File: config.mk
export PLATFORM = sky130hd
export DESIGN_NAME = irq_pin_front
export DESIGN_NICKNAME = d
export VERILOG_FILES = /design/src/core/irq_pin_pkg.sv /design/src/core/irq_pin_front.sv
export SDC_FILE = /design/constraint.sdc
export NUM_CORES = 1
export LEC_CHECK = 0
export BUFFER_PORTS_ARGS = -buffer_cell sky130_fd_sc_hd__buf_2
export CORE_ASPECT_RATIO = 1.5
export CORE_MARGIN = 2
export CORE_UTILIZATION = 55
export DETAILED_ROUTE_END_ITERATION = 8
export PLACE_DENSITY = 0.87
export SLEW_MARGIN = 20
export SYNTH_ARGS = -nofsm -noshare
export SYNTH_HDL_FRONTEND = slang
export SYNTH_SLANG_ARGS = --single-unit
File: constraint.sdc
create_clock -name clock -period 10.5 [get_ports clock]
set_clock_uncertainty 0.2 [all_clocks]
set_input_delay 0.525 -clock clock [delete_from_list [all_inputs] [get_ports clock]]
set_output_delay 0.525 -clock clock [all_outputs]
set_load 0.03 [all_outputs]
File: src/core/irq_pin_pkg.sv
/*
 * constants and types for the external interrupt pin front end.
 * assumes a single peripheral clock and a plain register port.
 */
// Overview of operation
// - a pin feeds an interrupt line only while its irq_input_select bit is 1.
// - irq_input_select works independently of the peripheral function select of the pin.
// - the normal pin and deep standby wake pin of one number share one internal line.
// - deep standby wake pins can raise a wake request, ordinary pins only when sharing a line with one.
// - each line detects low level, falling, rising or both edges as selected.
// - the filter samples at the clock or the clock divided by 8, 32 or 64, per line.
// - with filtering on, pulses shorter than three samples are rejected.
// - each line has its own filter_enable_bit.
// - filtering delays the event by the filter time, without it there is no such delay.
// - events go out to the interrupt_event_router for cpu, transfer or dma use.
package irq_pin_pkg;

    // --------------------------------------------------------------
    // register map
    // --------------------------------------------------------------
    localparam logic [7:0] pin_function_reg_base = 8'h00;
    localparam logic [7:0] irq_line_control_reg_base = 8'h40;
    localparam logic [7:0] irq_status_addr = 8'h80;
    localparam logic [7:0] irq_mask_addr = 8'h84;
    localparam logic [7:0] irq_route_addr = 8'h88;
    localparam logic [7:0] irq_wake_addr = 8'h8c;

    // --------------------------------------------------------------
    // field positions
    // --------------------------------------------------------------
    localparam int pfs_irq_input_select_bit = 0;
    localparam int pfs_psel_bit = 1;
    localparam int pfs_ds_bit = 2;
    localparam int ctl_mode_lsb = 0;
    localparam int ctl_fclk_lsb = 4;
    localparam int ctl_filter_enable_bit_bit = 7;

    // --------------------------------------------------------------
    // reset values and counts
    // --------------------------------------------------------------
    localparam logic [7:0] ctl_reset = 8'h00;
    localparam logic [2:0] pfs_reset = 3'h0;
    localparam logic [5:0] div8_last = 6'h07;
    localparam logic [5:0] div32_last = 6'h1f;
    localparam logic [5:0] div64_last = 6'h3f;
    localparam int filter_samples = 3;

    typedef enum logic [1:0] {
        trig_low = 2'h0,
        trig_fall = 2'h1,
        trig_rise = 2'h2,
        trig_both = 2'h3
    } trig_t;

endpackage

File: src/core/irq_pin_front.sv
/*
 * external interrupt pin front end: pin select, synchroniser, digital filter,
 * trigger detect, sticky status, mask, routing and wake request.
 * assumes pins asynchronous to clock and a plain one-cycle register port.
 */
// Local design decisions: the register addresses and the plain strobed port.
`timescale 1ns/1ps
module irq_pin_front
    import irq_pin_pkg::*;
#(
    parameter int pins = 8,
    parameter int lines = 4
)
(
    // clock and reset
    input wire logic clock,
    input wire logic rst,
    // register port
    input wire logic [7:0] addr,
    input wire logic [31:0] wdata,
    input wire logic wr,
    input wire logic rd,
    output logic [31:0] rdata,
    // pins and peripheral path
    input wire logic [pins-1:0] pin_in,
    output logic [pins-1:0] periph_in,
    // event outputs
    output logic [lines-1:0] evt_cpu,
    output logic [lines-1:0] evt_dtc,
    output logic [lines-1:0] evt_dma,
    output logic wake_req,
    output logic irq
);

    // the line number field of a pin is at most three bits wide
    if (pins < 1 || pins > 16 || lines < 1 || lines > 8)
    begin : bad_size
        $error("irq_pin_front: unsupported pins or lines");
    end

    // ----------------------------------------------------------------
    // registers
    // ----------------------------------------------------------------
    localparam int lw = (lines > 1) ? $clog2(lines) : 1;
    logic [2:0] pin_function_reg [pins];
    logic [lw-1:0] pnum [pins];
    logic [7:0] ctl [lines];
    logic [lines-1:0] status, mask;
    logic [2*lines-1:0] route;
    logic [pins-1:0] s1, s2, s3, psync;
    logic [5:0] div_cnt;
    logic [lines-1:0] raw, filt, prev;
    logic [1:0] fhist [lines];
    logic [lines-1:0] evt;
    logic [lines-1:0] wake_line;
    logic [lines-1:0] used;

    // decode shared by the read mux and the write path
    function automatic logic hit(input logic [7:0] a, input logic [7:0] base, input int i);
        return a == base + 8'(4 * i);
    endfunction

    // ----------------------------------------------------------------
    // pin synchroniser
    // ----------------------------------------------------------------
    always_ff @(posedge clock or posedge rst)
    begin
        if (rst)
        begin
            s1 <= '0;
            s2 <= '0;
            s3 <= '0;
            psync <= '0;
        end
        else
        begin
            s1 <= pin_in;
            s2 <= s1;
            s3 <= s2;
            psync <= (s2 == s3) ? s3 : psync;
        end
    end

    // ----------------------------------------------------------------
    // pin to line merge
    // ----------------------------------------------------------------
    // the two pins of one number are anded, so a line with no pin selected
    // stays at the idle high level and never looks like a low-level trigger;
    // if both pins are enabled the result is meaningless
    always_comb
    begin
        raw = '1;
        used = '0;
        wake_line = '0;
        for (int p = 0; p < pins; p++)
        begin
            if (pin_function_reg[p][pfs_irq_input_select_bit])
            begin
                raw[pnum[p]] = raw[pnum[p]] & psync[p];
                used[pnum[p]] = 1'b1;
                if (pin_function_reg[p][pfs_ds_bit])
                    wake_line[pnum[p]] = 1'b1;
            end
        end
    end

    // peripheral path ignores irq_input_select entirely
    logic [pins-1:0] psel_vec;
    always_comb
    begin
        for (int p = 0; p < pins; p++)
            psel_vec[p] = pin_function_reg[p][pfs_psel_bit];
    end

    // ----------------------------------------------------------------
    // sample rate divider
    // ----------------------------------------------------------------
    always_ff @(posedge clock or posedge rst)
    begin
        if (rst)
            div_cnt <= '0;
        else
            div_cnt <= div_cnt + 6'h01;
    end

    // ----------------------------------------------------------------
    // per line filter and trigger detect
    // ----------------------------------------------------------------
    genvar g;
    generate
        for (g = 0; g < lines; g++)
        begin : line
            wire [1:0] fsel = ctl[g][ctl_fclk_lsb +: 2];
            wire filter_enable_bit = ctl[g][ctl_filter_enable_bit_bit];
            wire tick = (fsel == 2'h0) ? 1'b1 :
                        (fsel == 2'h1) ? ((div_cnt & div8_last) == div8_last) :
                        (fsel == 2'h2) ? ((div_cnt & div32_last) == div32_last) :
                        (div_cnt == div64_last);
            wire agree = (fhist[g][0] == raw[g]) && (fhist[g][1] == raw[g]);
            wire next_filt = filter_enable_bit ? ((tick && agree) ? raw[g] : filt[g]) : raw[g];
            wire [1:0] mode = ctl[g][ctl_mode_lsb +: 2];
            wire det = (mode == trig_low) ? ~filt[g] :
                       (mode == trig_fall) ? (prev[g] & ~filt[g]) :
                       (mode == trig_rise) ? (~prev[g] & filt[g]) :
                       (prev[g] ^ filt[g]);

            always_ff @(posedge clock or posedge rst)
            begin
                if (rst)
                begin
                    fhist[g] <= 2'h0;
                    filt[g] <= 1'b1;
                    prev[g] <= 1'b1;
                    evt[g] <= 1'b0;
                end
                else
                begin
                    if (tick)
                        fhist[g] <= {fhist[g][0], raw[g]};
                    filt[g] <= next_filt;
                    prev[g] <= filt[g];
                    evt[g] <= det;
                end
            end
        end
    endgenerate

    // ----------------------------------------------------------------
    // register writes, status and routing
    // ----------------------------------------------------------------
    wire st_wr = wr && (addr == irq_status_addr);
    wire [lines-1:0] st_clr = st_wr ? wdata[lines-1:0] : '0;

    always_ff @(posedge clock or posedge rst)
    begin
        if (rst)
        begin
            for (int p = 0; p < pins; p++)
            begin
                pin_function_reg[p] <= pfs_reset;
                pnum[p] <= '0;
            end
            for (int l = 0; l < lines; l++)
                ctl[l] <= ctl_reset;
            status <= '0;
            mask <= '0;
            route <= '0;
        end
        else
        begin
            for (int p = 0; p < pins; p++)
                if (wr && hit(addr, pin_function_reg_base, p))
                begin
                    pin_function_reg[p] <= wdata[2:0];
                    pnum[p] <= wdata[8 +: lw];
                end
            for (int l = 0; l < lines; l++)
                if (wr && hit(addr, irq_line_control_reg_base, l))
                    ctl[l] <= wdata[7:0];
            if (wr && addr == irq_mask_addr)
                mask <= wdata[lines-1:0];
            if (wr && addr == irq_route_addr)
                route <= wdata[2*lines-1:0];
            // a new event wins over a clear in the same cycle
            status <= (status & ~st_clr) | evt;
        end
    end

    // ----------------------------------------------------------------
    // outputs
    // ----------------------------------------------------------------
    logic [31:0] next_rdata;
    always_comb
    begin
        next_rdata = '0;
        for (int p = 0; p < pins; p++)
            if (hit(addr, pin_function_reg_base, p))
                next_rdata = {19'h0, 5'(pnum[p]), 5'h0, pin_function_reg[p]};
        for (int l = 0; l < lines; l++)
            if (hit(addr, irq_line_control_reg_base, l))
                next_rdata = {24'h0, ctl[l]};
        if (addr == irq_status_addr)
            next_rdata = 32'(status);
        if (addr == irq_mask_addr)
            next_rdata = 32'(mask);
        if (addr == irq_route_addr)
            next_rdata = 32'(route);
        if (addr == irq_wake_addr)
            next_rdata = 32'(wake_line);
    end

    always_ff @(posedge clock or posedge rst)
    begin
        if (rst)
        begin
            rdata <= '0;
            periph_in <= '0;
            evt_cpu <= '0;
            evt_dtc <= '0;
            evt_dma <= '0;
            wake_req <= 1'b0;
            irq <= 1'b0;
        end
        else
        begin
            rdata <= rd ? next_rdata : '0;
            periph_in <= psync & psel_vec;
            for (int l = 0; l < lines; l++)
            begin
                evt_cpu[l] <= evt[l] && route[2*l +: 2] == 2'h0;
                evt_dtc[l] <= evt[l] && route[2*l +: 2] == 2'h1;
                evt_dma[l] <= evt[l] && route[2*l +: 2] == 2'h2;
            end
            wake_req <= |(wake_line & ~filt);
            irq <= |(status & mask);
        end
    end

    // ----------------------------------------------------------------
    // checks
    // ----------------------------------------------------------------
    a_status_sticky: assert property (@(posedge clock) disable iff (rst)
        evt[0] |=> status[0])
        else $error("event did not set status");
    a_irq_level: assert property (@(posedge clock) disable iff (rst)
        (|(status & mask)) |=> irq)
        else $error("irq not raised for unmasked status");
    a_unfilt_pass: assert property (@(posedge clock) disable iff (rst)
        !ctl[0][ctl_filter_enable_bit_bit] |=> filt[0] == $past(raw[0]))
        else $error("unfiltered path delayed");
    a_filt_hold: assert property (@(posedge clock) disable iff (rst)
        (ctl[0][ctl_filter_enable_bit_bit] && $stable(ctl[0]) && !line[0].tick) |=> $stable(filt[0]))
        else $error("filter changed off a sample tick");
    a_rise_pulse: assert property (@(posedge clock) disable iff (rst)
        (ctl[0][1:0] == trig_rise && $rose(filt[0])) |=> evt[0] ##1 !evt[0])
        else $error("rising edge not one pulse");
    a_cpu_route: assert property (@(posedge clock) disable iff (rst)
        (evt[0] && route[1:0] == 2'h0) |=> evt_cpu[0])
        else $error("event not routed to cpu");
    a_select_gate: assert property (@(posedge clock) disable iff (rst)
        !used[0] |-> raw[0])
        else $error("unselected pin drives line");
    a_div8_rate: assert property (@(posedge clock) disable iff (rst)
        (ctl[0][5:4] == 2'h1 && line[0].tick) |=> !line[0].tick [*7])
        else $error("divide by 8 tick too frequent");
    a_low_level: assert property (@(posedge clock) disable iff (rst)
        (ctl[0][1:0] == trig_low && !filt[0]) |=> evt[0])
        else $error("low level not detected");
    a_wake_level: assert property (@(posedge clock) disable iff (rst)
        (|(wake_line & ~filt)) |=> wake_req)
        else $error("wake request missing");
    a_dtc_route: assert property (@(posedge clock) disable iff (rst)
        (evt[0] && route[1:0] == 2'h1) |=> (evt_dtc[0] && !evt_cpu[0]))
        else $error("event not routed to transfer controller");
    a_periph_path: assert property (@(posedge clock) disable iff (rst)
        (psync[0] && pin_function_reg[0][pfs_psel_bit]) |=> periph_in[0])
        else $error("peripheral path blocked");
    a_status_clear: assert property (@(posedge clock) disable iff (rst)
        (st_clr[0] && !evt[0]) |=> !status[0])
        else $error("status not cleared");

endmodule // irq_pin_front

# Word-level counts from Yosys, hierarchy flattened

Cells that the tools add are included.

$add $sub $neg: 1
Multipliers: 0
Div/mod/pow operators: 0
Order comparisons: 16
Eq/ne operators: 55
Shift-type cells: 0
Multiplexer cells: 113
Bitwise gates (word level): 44
Reductions and logical operators: 58

Operators by type and width:

| operator                                                          | count |
|---|---|
| 2-to-1 mux 32 bit                                                 | 16 |
| 2-to-1 mux 4 bit                                                  | 25 |
| 2-to-1 mux 1 bit                                                  | 48 |
| logical AND 1 bit                                                 | 43 |
| OR 4 bit                                                          | 9 |
| equality test 8 x 5 -> 1 bit, second input constant               | 4 |
| equality test 8 x 7 -> 1 bit, second input constant               | 4 |
| equality test 8 bit, second input constant                        | 4 |
| bitwise mux 4 bit                                                 | 7 |
| equality test 2 x 1 -> 1 bit, second input constant               | 12 |
| equality test 2 bit, second input constant                        | 12 |
| logical NOT 2 bit                                                 | 12 |
| < comparator 2 x 3 -> 1 bit, second input constant                | 8 |
| bitwise AND 1 bit                                                 | 16 |
| binary-select mux 1 bit (select 2 bit)                            | 8 |
| demux 1 bit (select 2 bit)                                        | 8 |
| equality test 8 x 4 -> 1 bit, second input constant               | 2 |
| greater-or-equal comparator 2 x 1 -> 1 bit, second input constant | 8 |
| bitwise AND 4 bit                                                 | 3 |
| inverter 4 bit                                                    | 3 |
| 2-to-1 mux 10 bit                                                 | 1 |
| bitwise AND 8 bit                                                 | 1 |
| equality test 1 bit                                               | 8 |
| equality test 8 x 3 -> 1 bit, second input constant               | 1 |
| 10 further kinds                                                  | 24 |

Flip-flop bits (word level): 200
Bits in latches: 0
RAM bits: 0
ROM bits: 0
Input bits: 52
Output and inout bits: 54
Word-level logic and storage cells: 338
Memories kept: 0

# Logic depth before layout (Yosys ltp)

Depth after elaboration: 47
Mapped depth: 8
Gate-level depth less buffers: 7

# Least setup slack after synthesis

No wires, ideal clock.

Path type: input to register
Start: in addr[4]
End: reg rdata[0]
Library setup time: 0.123 ns
Arrival: 2.114 ns
Data required time: 10.177 ns
Setup slack: 8.063 ns
Cell stages on the path: 7
Buffers on the path: 2
Path through: buf_2 > or4b_1 > buf_6 > o32a_1 > nor3_2 > a211oi_1 > o221a_1

Word-level cells in the longest chain between the ends: 18
Elaborated cells between the ends (all ways): 33
Those cells by class: 15 x eq/ne; 17 x mux; 1 x reduce/logical

Ends and longest elaborated chain:

| item                            | RTL line             | RTL |
|---|---|---|
| start, declared                 | irq_pin_front.sv:19  | `input wire logic [7:0] addr,` |
| logical NOT 8 bit               | irq_pin_front.sv:60  | `return a == base + 8'(4 * i);` |
| 2-to-1 mux 10 bit               | irq_pin_front.sv:217 | `if (hit(addr, pin_function_reg_base, p))` |
| 2-to-1 mux 32 bit (7 in series) | irq_pin_front.sv:217 |  |
| 2-to-1 mux 32 bit (4 in series) | irq_pin_front.sv:220 | `if (hit(addr, irq_line_control_reg_base, l))` |
| 2-to-1 mux 32 bit               | irq_pin_front.sv:222 | `if (addr == irq_status_addr)` |
| 2-to-1 mux 32 bit               | irq_pin_front.sv:224 | `if (addr == irq_mask_addr)` |
| 2-to-1 mux 32 bit               | irq_pin_front.sv:226 | `if (addr == irq_route_addr)` |
| 2-to-1 mux 32 bit (*)           | irq_pin_front.sv:228 | `if (addr == irq_wake_addr)` |
| 2-to-1 mux 32 bit (*)           | irq_pin_front.sv:246 | `rdata <= rd ? next_rdata : '0;` |
| end signal, assigned            | irq_pin_front.sv:246 |  |
| end, declared                   | irq_pin_front.sv:23  | `output logic [31:0] rdata,` |

Every way passes the cells marked *; elsewhere a longest branch is shown, timed or not.
A chain may end at the register's enable or synchronous reset.

# Worst setup path after layout

Start: in addr[2]
End: reg rdata[1]

Same word-level chain as after synthesis.

==> impl_metrics.json <==
{
  "grt_start_max_net_pins": 100,
  "p_switching_mw": 0.426,
  "required_ns": 10.64,
  "end_kind": "flop",
  "postCtsResizedCells": 0,
  "regArea_um2": 4460,
  "ir_drop_uv": 103,
  "yosysSeqAreaShare": 0.510,
  "dieArea_um2": 17000,
  "root_buffer": "clkbuf_16",
  "period_share": 0.266,
  "setup_tns_ns": 0,
  "ant_nets": 0,
  "grt_use_met2": 0.433,
  "clock_sinks": 178,
  "fmax_mhz": 358,
  "worst_pin_slew_ns": 1.03,
  "synth-edff-count": 0,
  "dr.first_iter.drc_count": 639,
  "yosysWarnings": 0,
  "drv_cap": 0,
  "grt-ovfl-total": 0,
  "power.share.sequential": 0.497,
  "switching_share": 0.275,
  "synth-seq-cells": 178,
  "worst-path-stages": 6,
  "dr_total_vias": 6398,
  "drive_gt1_frac": 0.284,
  "antenna_found_initial": 1,
  "largest_reg_flops": 32,
  "die_w_um": 107,
  "area_growth_pct": 11.3,
  "htree_levels": 4,
  "dpl-instance-area_um2": 9060,
  "syn_area_um2": 8750,
  "rr_worst_depth": 6,
  "comb_power_share": 0.089,
  "drt_first_pass_iters": 5,
  "wirelength_um": 21500,
  "grt_pass1_wl_um": 34300,
  "power_density_nw_per_um2": 159,
  "slew_headroom": 0.306,
  "cp.arrival_ns": 2.93,
  "path_clk_slew_ns": 0.07,
  "nets": 852,
  "clockBufferDepth": 2,
  "use_met1": 0.321,
  "drc": 0,
  "io_buffers": 61,
  "async_flop_share": 1.00,
  "cp_cell_sequence": "buf_2 -> nor4b_2 -> a22oi_1 -> nor2_1 -> a2111oi_0 -> a221oi_1",
  "use_met3": 0.0626,
  "drv_slew": 0,
  "hold_path.class": "primary input to asynchronous set/reset pin",
  "start_util": 0.560,
  "wl_per_cell_um": 21.3,
  "setup_viol": 0,
  "start_kind": "primary input",
  "status": "finished, final reports clean",
  "multiInputGateArea_um2": 3910,
  "final-hold-violation-count": 0,
  "syn_avg_cell_area_um2": 11.8,
  "period_minus_slack_ns": 2.80,
  "crit_family": "simple AND/OR/NAND/NOR gates",
  "die_y_um": 158,
  "rows": 56,
  "coreArea_um2": 15600,
  "synthFlopType": "dfrtp_1",
  "cts_tree": "built",
  "crit_path_max_incr_delay_ns": 0.84,
  "via_per_inst": 6.36,
  "grt_pass1_vias": 6437,
  "grt_usage": 0.268,
  "finalWeightedCongestion": 0.956,
  "p_int_mw": 1.13,
  "p_clk_frac": 0.414,
  "num_io_pins": 106,
  "critPathMaxFanout": 49,
  "busiest_layer": "met2",
  "clk_latency_ns": 0.44,
  "path_buf_inv": 1,
  "fillCellCount": 1194,
  "path_class": "primary input to flop",
  "netlist_instances": 744,
  "yosysUniqueCellTypes": 73,
  "cts_buffers": 17,
  "rsz0062_at_grt": "no",
  "fin_area_um2": 9740,
  "slowest_stage": "nor4b_2",
  "p_leak_nw": 4.45,
  "dpl.hpwl_um": 14600
}
## logic make-up after synthesis
logic type,share of synthesized area
xor+xnor,0.0120
simple gates,0.166
mux,0.141
flops,0.510
compound gates,0.101
buf+inv,0.0535
fa+ha+maj,0.0157
other cells,0.000429
## synthesized netlist by cell type, types with 4 or more instances
cell type	count	area, um^2
a211o_1	5	43.8
a211oi_1	5	37.5
a21o_1	6	45.0
a21oi_1	16	80.1
a22oi_1	11	82.6
a311oi_1	5	43.8
and2_1	9	56.3
and3b_1	5	43.8
buf_2	9	45.0
buf_4	23	173
clkbuf_1	30	113
dfrtp_1	170	4250
dfstp_2	8	210
ha_1	11	138
inv_1	24	90.1
mux2_2	103	1160
nand2_1	43	161
nand2b_1	7	43.8
nand3_1	26	130
nand3b_1	4	30.0
nand4_1	14	87.6
nand4b_1	17	149
nor2_1	26	97.6
nor2b_1	4	25.0
nor3_1	5	25.0
nor3b_1	6	45.0
nor4_1	5	31.3
nor4b_1	9	78.8
nor4b_2	4	60.1
nor4bb_1	17	170
o2111ai_1	8	70.1
o21ai_0	16	80.1
o221ai_1	7	61.3
o22ai_1	5	31.3
o311ai_0	5	43.8
xor2_1	9	78.8
## what timing repair did
item | in CTS | in global routing
hold buffers | 8 | 0
endpoints found under the hold margin | 8 | 0
setup buffers | 0 | 0
## power by group through the flow
stage	sequential [mW]	clock, mW	combinational (mW)
final	0.771	0.642	0.138
after global routing	0.776	0.678	0.153
after CTS	0.769	0.648	0.139
after detailed placement	0.782	0	0.135
after global placement	0.779	0	0.130
after floorplan	0.766	0	0.111
## worst paths after layout
| check | startpoint | endpoint | slack (ns) |
|---|---|---|---|
| worst max-delay path | addr[2] | rdata[1]$_DFF_PP0_ | 7.70 |
| worst min-delay path | rst | fhist[4]$_DFFE_PP0P_ | 0.04 |
| worst max register to register | div_cnt[0]$_DFF_PP0_ | fhist[0]$_DFFE_PP0P_ | 8.16 |
| worst min register to register | s1[4]$_DFF_PP0_ | s2[4]$_DFF_PP0_ | 0.15 |
| max in group asynchronous | rst | pnum[4]$_DFFE_PP0P_ | 8.59 |
| min in group clock | s1[4]$_DFF_PP0_ | s2[4]$_DFF_PP0_ | 0.15 |
## per-layer routing
| layer | vias up | wire length, um |
|---|---|---|
| met4 | 0 | 1270 |
| met3 | 85 | 1510 |
| li1 | 2824 | - |
| met5 | - | 0 |
| met2 | 294 | 10500 |
| met1 | 3195 | 8220 |
## final cells by class
cell class | instances | area share
Sequential cell | 178 | 0.458
Antenna cell | 1 | 0.000257
Tap cell | 203 | 0.0261
Inverter | 24 | 0.00976
Multi-Input combinational cell | 495 | 0.401
Clock buffer | 18 | 0.0451
Clock inverter | 14 | 0.0166
Timing Repair Buffer | 73 | 0.0426
## placed cells by master, fill, tap and decap left out, types with 16 or more instances in the layout
| cell type | instances |
|---|---|
| mux2_2 | 103 |
| nand2_1 | 43 |
| buf_2 | 61 |
| nand3_1 | 26 |
| dfrtp_1 | 170 |
| nor2_1 | 26 |
| o21ai_0 | 16 |
| nand4b_1 | 17 |
| a21oi_1 | 16 |
| conb_1 | 22 |
| inv_1 | 23 |
| clkbuf_16 | 17 |
| nor4bb_1 | 16 |
## metrics by stage
stage	hold slack, ns	instances	utilization	total power [mW]	setup WS [ns]
finish	0.0399	1006	0.623	1.55	7.70
global route	0.145	1005	0.623	1.61	7.51
CTS	0.103	1005	0.623	1.56	7.75
detailed placement	0.136	965	0.580	0.917	7.29
global placement	0.131	965	0.579	0.910	7.07
floorplan	0.131	765	-	0.877	4.96
Note: power is estimated with default switching activity, not from simulation.
